[config.mk]
export PLATFORM = sky130hd
export DESIGN_NAME = uoc_top
export DESIGN_NICKNAME = d
export VERILOG_FILES = /design/src/uoc_pkg.sv /design/src/uoc_top.sv
export SDC_FILE = /design/constraint.sdc
export NUM_CORES = 1
export LEC_CHECK = 0
export BUFFER_PORTS_ARGS = -buffer_cell sky130_fd_sc_hd__buf_2
export CAP_MARGIN = 20
export CORE_ASPECT_RATIO = 0.9
export CORE_MARGIN = 10
export CORE_UTILIZATION = 44
export CTS_CLUSTER_SIZE = 25
export DETAILED_ROUTE_END_ITERATION = 10
export PLACE_DENSITY_LB_ADDON = 0.3
export RECOVER_POWER = 100
export SLEW_MARGIN = 40
export SYNTH_ARGS = -nofsm -noshare
export SYNTH_HDL_FRONTEND = slang
export SYNTH_SLANG_ARGS = --single-unit
[constraint.sdc]
create_clock -name aclk -period 3.1 [get_ports aclk]
set_input_delay 0.465 -clock aclk [delete_from_list [all_inputs] [get_ports aclk]]
set_output_delay 0.465 -clock aclk [all_outputs]
set_load 0.02 [all_outputs]
[src/uoc_pkg.sv]
package uoc_pkg;
    // register indexes, byte address is four times each
    localparam logic [13:0] IDX_OTGCON = 14'h0606;
    localparam logic [13:0] IDX_PWRC = 14'h0608;
    localparam logic [13:0] IDX_IR = 14'h060a;
    localparam logic [13:0] IDX_IE = 14'h060c;
    localparam logic [13:0] IDX_EIR = 14'h060e;
    localparam logic [13:0] IDX_EIE = 14'h0610;
    localparam logic [13:0] IDX_CON = 14'h0614;
    localparam logic [13:0] IDX_ADDR = 14'h0616;
    localparam logic [13:0] IDX_TOK = 14'h061e;
    localparam logic [13:0] IDX_EP0 = 14'h062a;
    localparam logic [7:0] REG_RST = 8'h00;
    // descriptor status word fields
    localparam int BD_OWN = 15;
    localparam int BD_TSEL = 14;
    localparam int BD_TSYNC = 11;
    localparam int BD_STALL = 10;
    // top flag positions
    localparam int IR_ERR = 1;
    localparam int IR_SOF = 2;
    localparam int IR_TRN = 3;
    localparam int IR_ATT = 6;
    localparam int IR_STL = 7;
    // control bit positions
    localparam int CON_EN = 0;
    localparam int CON_PPR = 1;
    localparam int CON_HOST = 3;
    localparam int CON_URST = 4;
    localparam int CON_SE0 = 6;
    localparam int CON_J = 7;
    localparam int OTG_DPU = 7;
    localparam int OTG_DMU = 6;
    localparam int OTG_DPD = 5;
    localparam int OTG_DMD = 4;
    localparam int OTG_EN = 2;
    localparam int PWR_ON = 0;
    localparam int EP_LS = 7;
    localparam int EP_STL = 1;
    localparam int EP_HS = 0;
    localparam int ADDR_LS = 7;
    // packet identifiers
    localparam logic [3:0] PID_IN = 4'h9;
    localparam logic [3:0] PID_ACK = 4'h2;
    localparam logic [3:0] PID_NAK = 4'ha;
    localparam logic [3:0] PID_STALL = 4'he;
    localparam logic [3:0] PID_DATA0 = 4'h3;
    localparam logic [3:0] PID_DATA1 = 4'hb;
    localparam logic [1:0] RESP_OK = 2'h0;
    localparam logic [1:0] RESP_ERR = 2'h2;
    localparam int FRAME_LOAD_DEF = 12000;
    // token or host result from the link logic
    typedef struct packed {
        logic valid;
        logic [3:0] pid;
        logic [3:0] ep;
        logic tog;
        logic [9:0] cnt;
        logic status_ph;
    } uoc_tok_t;
    // descriptor status write-back
    typedef struct packed {
        logic valid;
        logic [3:0] ep;
        logic tx;
        logic odd;
        logic [15:0] data;
    } uoc_bdw_t;
    // handshake or data pid to send
    typedef struct packed {
        logic valid;
        logic [3:0] pid;
    } uoc_hs_t;
    // host token launch toward the link
    typedef struct packed {
        logic valid;
        logic [3:0] pid;
        logic [3:0] ep;
        logic [6:0] addr;
        logic ls;
    } uoc_htok_t;
endpackage : uoc_pkg

[src/uoc_top.sv]
`timescale 1ns/1ps
module uoc_top
    import uoc_pkg::*;
#(
    parameter int FRAME_LOAD = FRAME_LOAD_DEF
) (
    input wire logic aclk,
    input wire logic aresetn,
    input wire logic [15:0] awaddr,
    input wire logic awvalid,
    output logic awready,
    input wire logic [31:0] wdata,
    input wire logic [3:0] wstrb,
    input wire logic wvalid,
    output logic wready,
    output logic [1:0] bresp,
    output logic bvalid,
    input wire logic bready,
    input wire logic [15:0] araddr,
    input wire logic arvalid,
    output logic arready,
    output logic [31:0] rdata,
    output logic [1:0] rresp,
    output logic rvalid,
    input wire logic rready,
    input wire logic dp_in,
    input wire logic dm_in,
    input wire uoc_tok_t link_tok,
    input wire logic [15:0] bd_stat,
    input wire logic [7:0] err_evt,
    output uoc_bdw_t bd_wr,
    output uoc_hs_t hs_out,
    output uoc_htok_t host_tok,
    output logic dp_pullup,
    output logic dm_pullup,
    output logic dp_pulldown,
    output logic dm_pulldown,
    output logic phy_power,
    output logic bus_reset_out,
    output logic sof_pulse,
    output logic irq
);
    // one-hot register match, shared by write and read paths
    function automatic logic uoc_hit(input logic [13:0] idx);
        logic h;
        h = 1'b0;
        if (idx == IDX_OTGCON) begin
            h = 1'b1;
        end else if (idx == IDX_PWRC) begin
            h = 1'b1;
        end else if (idx == IDX_IR || idx == IDX_IE) begin
            h = 1'b1;
        end else if (idx == IDX_EIR || idx == IDX_EIE) begin
            h = 1'b1;
        end else if (idx == IDX_CON || idx == IDX_ADDR) begin
            h = 1'b1;
        end else if (idx == IDX_TOK || idx == IDX_EP0) begin
            h = 1'b1;
        end
        return h;
    endfunction : uoc_hit

    localparam logic [13:0] FRM_LOAD = 14'(FRAME_LOAD);

    // software-visible registers
    logic [7:0] otg_r; // pullups, pulldowns, dual role
    logic [7:0] pwr_r; // module power
    logic [7:0] ir_r; // top event flags
    logic [7:0] ie_r; // top event enables
    logic [7:0] eir_r; // error event flags
    logic [7:0] eie_r; // error event enables
    logic [7:0] con_r; // host, bus reset, pingpong reset
    logic usb_en_r; // module enable, device view of bit 0
    logic sof_en_r; // frame marker enable, host view of bit 0
    logic [7:0] addr_r; // device address and low speed
    logic [7:0] ep0_r; // endpoint 0 control
    // bus slave state
    logic awready_r;
    logic wready_r;
    logic aw_full_r; // address held
    logic w_full_r; // data held
    logic [13:0] aw_idx_r;
    logic [7:0] wd_r;
    logic wstb_r;
    logic bvalid_r;
    logic [1:0] bresp_r;
    logic arready_r;
    logic rvalid_r;
    logic [1:0] rresp_r;
    logic [31:0] rdata_r;
    // line sampling
    logic [1:0] ln_s1_r;
    logic [1:0] ln_s2_r;
    logic [1:0] ln_s3_r;
    logic [1:0] ln_r; // agreed D+/D- level
    logic [1:0] ln_prev_r;
    // frames, pingpong, outputs
    logic host_prev_r;
    logic [13:0] frm_r;
    logic [31:0] pp_r; // odd pointer per endpoint and direction
    logic [3:0] htok_pid_r; // last launched host token
    uoc_bdw_t bd_wr_r;
    uoc_hs_t hs_r;
    uoc_htok_t htok_r;
    logic sof_r;
    logic irq_r;
    logic urst_out_r;
    logic [7:0] pad_r; // pullup/pulldown/power pins

    // write decode
    wire wr_go = aw_full_r & w_full_r & ~bvalid_r;
    wire wr_en = wr_go & wstb_r & uoc_hit(aw_idx_r);
    wire wr_otg = wr_en & (aw_idx_r == IDX_OTGCON);
    wire wr_pwr = wr_en & (aw_idx_r == IDX_PWRC);
    wire wr_ir = wr_en & (aw_idx_r == IDX_IR);
    wire wr_ie = wr_en & (aw_idx_r == IDX_IE);
    wire wr_eir = wr_en & (aw_idx_r == IDX_EIR);
    wire wr_eie = wr_en & (aw_idx_r == IDX_EIE);
    wire wr_con = wr_en & (aw_idx_r == IDX_CON);
    wire wr_addr = wr_en & (aw_idx_r == IDX_ADDR);
    wire wr_tok = wr_en & (aw_idx_r == IDX_TOK);
    wire wr_ep0 = wr_en & (aw_idx_r == IDX_EP0);
    wire host = con_r[CON_HOST];

    // line state
    wire se0 = (ln_r == 2'b00);
    wire attach_ev = host & (ln_prev_r == 2'b00) & ~se0;
    wire host_rise = host & ~host_prev_r;
    wire sof_ev = host & sof_en_r & (frm_r == 14'h0000);

    // token decision
    wire own = bd_stat[BD_OWN];
    wire tsel = bd_stat[BD_TSEL];
    wire tsync = bd_stat[BD_TSYNC];
    wire bstl = bd_stat[BD_STALL];
    wire dev_on = usb_en_r & ~host;
    wire t_tx = host ? (htok_pid_r != PID_IN) : (link_tok.pid == PID_IN);
    wire stat_auto = dev_on & link_tok.valid & link_tok.status_ph
        & (link_tok.ep == 4'h0);
    wire t_go = link_tok.valid & usb_en_r & ~stat_auto;
    wire t_nak = t_go & ~own;
    wire t_stall = t_go & own & bstl;
    // toggle checked only on incoming data and only with sync on
    wire t_togbad = t_go & own & ~bstl & tsync & ~t_tx
        & (link_tok.tog != tsel);
    wire t_done = t_go & own & ~bstl & ~t_togbad;
    wire [9:0] bc_new = t_tx ? bd_stat[9:0] : link_tok.cnt;
    wire stall_ev = t_stall | (host & t_done & (link_tok.pid == PID_STALL));
    wire [4:0] pp_idx = {link_tok.ep, t_tx};
    wire hs_en = dev_on & ((link_tok.ep != 4'h0) | ep0_r[EP_HS]);

    // flag next values: a set in the same cycle as a clear wins
    wire err_sum = |(eir_r & eie_r);
    wire [7:0] ir_set = {stall_ev, attach_ev, 2'b00, t_done, sof_ev, err_sum, 1'b0};
    wire [7:0] ir_nxt = (ir_r & ~(wr_ir ? wd_r : 8'h00)) | ir_set;
    wire [7:0] eir_nxt = (eir_r & ~(wr_eir ? wd_r : 8'h00)) | err_evt;

    // read mux
    logic [7:0] rd_val;
    wire [13:0] ar_idx = araddr[15:2];
    always_comb begin
        rd_val = 8'h00;
        if (ar_idx == IDX_OTGCON) begin
            rd_val = otg_r;
        end else if (ar_idx == IDX_PWRC) begin
            rd_val = pwr_r;
        end else if (ar_idx == IDX_IR) begin
            rd_val = ir_r;
        end else if (ar_idx == IDX_IE) begin
            rd_val = ie_r;
        end else if (ar_idx == IDX_EIR) begin
            rd_val = eir_r;
        end else if (ar_idx == IDX_EIE) begin
            rd_val = eie_r;
        end else if (ar_idx == IDX_CON) begin
            // live line bits; bit 0 follows the current role
            rd_val = {ln_r[1], se0, 1'b0, con_r[4:1],
                host ? sof_en_r : usb_en_r};
        end else if (ar_idx == IDX_ADDR) begin
            rd_val = addr_r;
        end else if (ar_idx == IDX_TOK) begin
            rd_val = {htok_pid_r, htok_r.ep};
        end else if (ar_idx == IDX_EP0) begin
            rd_val = ep0_r;
        end
    end

    // write address and data channels, taken in either order
    always_ff @(posedge aclk) begin
        if (!aresetn) begin
            awready_r <= 1'b1;
            wready_r <= 1'b1;
            aw_full_r <= 1'b0;
            w_full_r <= 1'b0;
            aw_idx_r <= 14'h0000;
            wd_r <= 8'h00;
            wstb_r <= 1'b0;
        end else begin
            if (awvalid & awready_r) begin
                aw_full_r <= 1'b1;
                awready_r <= 1'b0;
                aw_idx_r <= awaddr[15:2];
            end
            if (wvalid & wready_r) begin
                w_full_r <= 1'b1;
                wready_r <= 1'b0;
                wd_r <= wdata[7:0];
                wstb_r <= wstrb[0];
            end
            if (wr_go) begin
                aw_full_r <= 1'b0;
                w_full_r <= 1'b0;
            end
            // reopen both channels once the response is taken
            if (bvalid_r & bready) begin
                awready_r <= 1'b1;
                wready_r <= 1'b1;
            end
        end
    end

    // write response; unmapped index answers slave error
    always_ff @(posedge aclk) begin
        if (!aresetn) begin
            bvalid_r <= 1'b0;
            bresp_r <= RESP_OK;
        end else if (wr_go) begin
            bvalid_r <= 1'b1;
            bresp_r <= uoc_hit(aw_idx_r) ? RESP_OK : RESP_ERR;
        end else if (bready) begin
            bvalid_r <= 1'b0;
        end
    end

    // read channel, data registered on the same edge that takes the address
    always_ff @(posedge aclk) begin
        if (!aresetn) begin
            arready_r <= 1'b1;
            rvalid_r <= 1'b0;
            rresp_r <= RESP_OK;
            rdata_r <= 32'h0000_0000;
        end else if (arvalid & arready_r) begin
            arready_r <= 1'b0;
            rvalid_r <= 1'b1;
            rresp_r <= uoc_hit(ar_idx) ? RESP_OK : RESP_ERR;
            rdata_r <= {24'h000000, rd_val};
        end else if (rvalid_r & rready) begin
            arready_r <= 1'b1;
            rvalid_r <= 1'b0;
        end
    end

    // plain control registers
    always_ff @(posedge aclk) begin
        if (!aresetn) begin
            otg_r <= REG_RST;
            pwr_r <= REG_RST;
            ie_r <= REG_RST;
            eie_r <= REG_RST;
            addr_r <= REG_RST;
        end else begin
            if (wr_otg) otg_r <= wd_r & 8'hf5;
            if (wr_pwr) pwr_r <= wd_r & 8'h01;
            if (wr_ie) ie_r <= wd_r;
            if (wr_eie) eie_r <= wd_r;
            // low speed address bit exists only in host role
            if (wr_addr) addr_r <= {wd_r[ADDR_LS] & host, wd_r[6:0]};
        end
    end

    // module control; bus reset and frame bits need host role
    always_ff @(posedge aclk) begin
        if (!aresetn) begin
            con_r <= REG_RST;
            usb_en_r <= 1'b0;
            sof_en_r <= 1'b0;
        end else begin
            if (wr_con) begin
                con_r[CON_HOST] <= wd_r[CON_HOST];
                con_r[CON_PPR] <= wd_r[CON_PPR];
                con_r[CON_URST] <= wd_r[CON_URST] & host;
            end
            if (wr_con & ~host) usb_en_r <= wd_r[CON_EN];
            if (host_rise) begin
                sof_en_r <= 1'b1;
            end else if (wr_con & host) begin
                sof_en_r <= wd_r[CON_EN];
            end
        end
    end

    // endpoint 0 control; stall bit also set by hardware
    always_ff @(posedge aclk) begin
        if (!aresetn) begin
            ep0_r <= REG_RST;
        end else begin
            if (wr_ep0) ep0_r <= {wd_r[EP_LS] & host, wd_r[6:0]};
            if (stall_ev & (link_tok.ep == 4'h0)) ep0_r[EP_STL] <= 1'b1;
        end
    end

    // event flags
    always_ff @(posedge aclk) begin
        if (!aresetn) begin
            ir_r <= REG_RST;
            eir_r <= REG_RST;
            irq_r <= 1'b0;
        end else begin
            ir_r <= ir_nxt;
            eir_r <= eir_nxt;
            irq_r <= |(ir_r & ie_r);
        end
    end

    // D+/D- through three stages; a change counts once two agree
    always_ff @(posedge aclk) begin
        if (!aresetn) begin
            ln_s1_r <= 2'b00;
            ln_s2_r <= 2'b00;
            ln_s3_r <= 2'b00;
            ln_r <= 2'b00;
            ln_prev_r <= 2'b00;
        end else begin
            ln_s1_r <= {dp_in, dm_in};
            ln_s2_r <= ln_s1_r;
            ln_s3_r <= ln_s2_r;
            if (ln_s2_r == ln_s3_r) ln_r <= ln_s3_r;
            ln_prev_r <= ln_r;
        end
    end

    // frame marker counter, loaded on host entry
    always_ff @(posedge aclk) begin
        if (!aresetn) begin
            host_prev_r <= 1'b0;
            frm_r <= FRM_LOAD;
            sof_r <= 1'b0;
        end else begin
            host_prev_r <= host;
            sof_r <= sof_ev;
            if (host_rise | sof_ev) begin
                frm_r <= FRM_LOAD;
            end else if (host & sof_en_r) begin
                frm_r <= frm_r - 14'h0001;
            end
        end
    end

    // pingpong pointers toggle per completed buffer
    always_ff @(posedge aclk) begin
        if (!aresetn) begin
            pp_r <= 32'h0000_0000;
        end else if (con_r[CON_PPR]) begin
            pp_r <= 32'h0000_0000;
        end else if (t_done) begin
            pp_r[pp_idx] <= ~pp_r[pp_idx];
        end
    end

    // descriptor write-back: owner cleared with pid and count
    always_ff @(posedge aclk) begin
        if (!aresetn) begin
            bd_wr_r <= '0;
        end else begin
            bd_wr_r.valid <= t_done;
            bd_wr_r.ep <= link_tok.ep;
            bd_wr_r.tx <= t_tx;
            bd_wr_r.odd <= pp_r[pp_idx];
            // token pid in device role, returned pid in host role
            bd_wr_r.data <= {1'b0, tsel, link_tok.pid, bc_new};
        end
    end

    // handshake or data pid toward the link, device role only
    always_ff @(posedge aclk) begin
        if (!aresetn) begin
            hs_r <= '0;
        end else begin
            hs_r.valid <= hs_en & link_tok.valid;
            if (t_nak) begin
                hs_r.pid <= PID_NAK;
            end else if (t_stall) begin
                hs_r.pid <= PID_STALL;
            end else if (t_done & t_tx) begin
                hs_r.pid <= tsel ? PID_DATA1 : PID_DATA0;
            end else begin
                hs_r.pid <= PID_ACK;
            end
        end
    end

    // host token launch from a token register write
    always_ff @(posedge aclk) begin
        if (!aresetn) begin
            htok_r <= '0;
            htok_pid_r <= 4'h0;
        end else begin
            htok_r.valid <= wr_tok & host;
            if (wr_tok & host) begin
                htok_pid_r <= wd_r[7:4];
                htok_r.pid <= wd_r[7:4];
                htok_r.ep <= wd_r[3:0];
                htok_r.addr <= addr_r[6:0];
                htok_r.ls <= ep0_r[EP_LS];
            end
        end
    end

    // pad controls and bus reset signalling
    always_ff @(posedge aclk) begin
        if (!aresetn) begin
            pad_r <= REG_RST;
            urst_out_r <= 1'b0;
        end else begin
            pad_r <= {otg_r[7:4], 3'b000, pwr_r[PWR_ON] & otg_r[OTG_EN]};
            urst_out_r <= host & con_r[CON_URST];
        end
    end

    assign awready = awready_r;
    assign wready = wready_r;
    assign bvalid = bvalid_r;
    assign bresp = bresp_r;
    assign arready = arready_r;
    assign rvalid = rvalid_r;
    assign rresp = rresp_r;
    assign rdata = rdata_r;
    assign bd_wr = bd_wr_r;
    assign hs_out = hs_r;
    assign host_tok = htok_r;
    assign dp_pullup = pad_r[OTG_DPU];
    assign dm_pullup = pad_r[OTG_DMU];
    assign dp_pulldown = pad_r[OTG_DPD];
    assign dm_pulldown = pad_r[OTG_DMD];
    assign phy_power = pad_r[0];
    assign bus_reset_out = urst_out_r;
    assign sof_pulse = sof_r;
    assign irq = irq_r;
endmodule : uoc_top

==> flow_summary.json <==
{
  "io_pins": 216,
  "r2r_cells": 8,
  "grt_usage_pct": 18.92,
  "synthCells": 1010,
  "worst_ep_arrival_time_ns": 3.23,
  "synth-warning-count": 0,
  "r2r_slack_ns": 0.28,
  "cts_resized": 0,
  "use_met3_pct": 4.402,
  "die_area_mm2": 0.02644,
  "synth_ff_type": "dfxtp_1",
  "clk_pin_slew_ns": 0.06,
  "wl_per_cell_um": 18.27,
  "fin_nets": 1272,
  "firstDrtPassIters": 6,
  "ys_ff_latch": 209,
  "start_util_pct": 44.76,
  "num_rows": 49,
  "violations": "capacitance limit, slew limit",
  "met1_usage_pct": 26.22,
  "fmax_ghz": 0.3544,
  "fp.dieH_um": 155.3,
  "cp-start-kind": "flop",
  "top_usage_layer": "met2",
  "synth_top_area_share_pct": 46.77,
  "period_minus_slack_ns": 2.821,
  "cts_made_buffers": 23,
  "crit_path_end_kind": "flop",
  "synth_cell_types": 68,
  "report.final.slew_viol_count": 49,
  "rsz0062_at_grt": "false",
  "cts_tree": "built",
  "vias_per_cell": 5.474,
  "num_antenna_cells": 0,
  "use_met2_pct": 28.82,
  "power_density_mw_per_mm2": 554.0,
  "clock-sinks": 209,
  "fin_crit_sh_pct": 91.01,
  "max_stage_delay_ns": 0.63,
  "cpMostUsedCell": "mux2i_1",
  "synth_area_mm2": 0.008946,
  "root_buffer": "clkbuf_16",
  "ant_nets": 0,
  "path_cells": "mux2i_1, clkbuf_2, mux2i_1, o21ai_0, o211ai_1, nand4_1, buf_4, o31ai_1",
  "layout-area-overhead-vs-synth_pct": 16.81,
  "avgSynthCellArea_um2": 8.858,
  "portBuffers": 155,
  "clock_latency_ns": 0.51,
  "globalplace.congestion": 0.9483,
  "routed_wl_um": 25930,
  "route.detailed.drc": 0,
  "num_vias": 7767,
  "hpwl_um": 18590,
  "hold_viol": 0,
  "peakVddDrop_uv": 420.7,
  "yosysSeqAreaShare_pct": 46.77,
  "hold_class": "primary input to flop",
  "cap_violations": 1,
  "synthTopCellsByArea": "dfxtp_1 47%, mux2i_1 7.3%, nand2_1 5.7%, nor2_1 4.6%, a21oi_1 3.9%",
  "drive_gt1_share_pct": 12.89,
  "cts_hold_buf": 0,
  "required_ns": 3.51,
  "synth-async-reset-ratio_pct": 0,
  "crit_start": "con_r[3]",
  "r2r_start": "con_r[3]",
  "slew_headroom_pct": -32.73,
  "setup_viol": 0,
  "outcome": "finished with violations",
  "cts_max_level": 1,
  "critPathSlowestCell": "dfxtp_1",
  "tns_ns": 0,
  "clock_skew_ns": 0.02342,
  "antenna_found_initial": 0,
  "drtIter0Drc": 629,
  "crit_end": "pp_r[19]",
  "die_w_um": 170.3,
  "grt_pass1_vias": 7480,
  "worst_slew_pin_slew_ns": 1.991,
  "coreArea_mm2": 0.01999,
  "grt_pass1_wl_um": 40850,
  "reg2reg_to": "pp_r[19]",
  "grt-ovfl-total": 0,
  "clk_path_buf_depth": 3,
  "total_power_mw": 5.789,
  "leakage_nw": 3.960,
  "synth_edf_count": 0,
  "path_max_fanout": 21,
  "path_class": "flop to flop",
  "synth_top_area_cell": "dfxtp_1",
  "grt_max_degree": 111
}
-- where the power goes --
group,leakage [nW],internal (mW),total [mW],switching (mW)
Sequential,1.70,2.74,2.80,0.0595
Clock,0.352,1.51,2.58,1.07
Combinational,1.91,0.131,0.408,0.277
-- Yosys cell counts (16+ instances only) --
cell type  count
a21oi_1       69
and2_1        27
buf_4         27
o31ai_1       32
dfxtp_1      209
nor3_1        16
clkbuf_1      52
nand2_1      137
mux2i_1       65
o21ai_0       17
o211ai_1      37
nor2_1       110
nand2b_1      16
-- cell type report --
type                            count  area [um2]
Clock buffer                       33       673.1
Multi-Input combinational cell    725        4340
Clock inverter                      7       47.55
Timing Repair Buffer              178       839.6
Inverter                           12       46.29
Tap cell                          255       319.1
Fill cell                        1965        9537
Sequential cell                   209        4184
-- cell families after synthesis --
kind of cell	synth area share (%)
fa+ha+maj	0.1398
mux	8.182
compound gates	17.94
buf+inv	5.482
simple gates	20.07
flops	46.77
other cells	0.04192
xor+xnor	1.371
-- stage by stage --
| step | cells | hold slack (ns) | area (um2) | setup WS [ns] | utilization [%] |
|---|---|---|---|---|---|
| after floorplan | 1036 | 0.4119 | 9044 | 0.5479 | - |
| after global placement | 1378 | 0.4175 | 9874 | 0.2117 | 49.41 |
| after detailed placement | 1378 | 0.4181 | 9874 | 0.1922 | 49.41 |
| after CTS | 1418 | 0.1421 | 10600 | 0.1498 | 53.01 |
| after global routing | 1419 | 0.1628 | 10450 | 0.01220 | 52.29 |
| final | 1419 | 0.1601 | 10450 | 0.2786 | 52.29 |
-- registers in the layout, summed over array words and instances (netlist names), 14 cells and up --
signal and count:
host_tok 17, aw_idx_r 14, pp_r 32, bd_wr 22, frm_r 14
-- placed cells by master (no fill, tap or decap), drive strengths merged, types with 6 or more instances in the layout --
master and instances:
dfxtp 209, nand2 137, clkbuf 113, nor2 112
buf 98, a21oi 70, mux2i 66, o211ai 37
o31ai 33, conb 27, and2 27, o21ai 17
nor3 17, nand2b 16, nand3 13, inv 13
o21a 10, a22oi 10, a221oi 10, xnor2 10
or3 8, a21boi 8, and3 7, nor4 6
nor2b 6
-- critical path: cells and delay by family (launching register included) --
family                 cells  cell delay (ns)
AOI/OAI and AO/OA          3             0.45
buffers and inverters      2             0.73
DFF                        1             0.63
muxes                      2             0.78
and+or+nand+nor            1             0.12
-- metal layers --
layer / vias to the layer above / part of all wire, %
met5: - / 0
met4: 0 / 2.2
met3: 35 / 7.4
met2: 261 / 44
met1: 3648 / 47
li1: 3823 / -
-- worst min-delay path by stage --
stage                     cells past startpoint       start  slack (ns)          to
after floorplan                               1  ln_s1_r[0]        0.41  ln_s2_r[0]
after global placement                        1  ln_s1_r[1]        0.42  ln_s2_r[1]
after detailed placement                      1  ln_s1_r[0]        0.42  ln_s2_r[0]
after CTS                                     2      wvalid        0.14      wready
after global routing                          2  err_evt[4]        0.16    eir_r[4]
final                                         2     awvalid        0.16     awready
-- timing repair --
item | in CTS | in global routing
endpoints found under the hold margin | 0 | 0
setup buffers | 0 | 1
setup endpoints to repair | 0 | 8
Note: power is estimated with default switching activity, not from simulation.
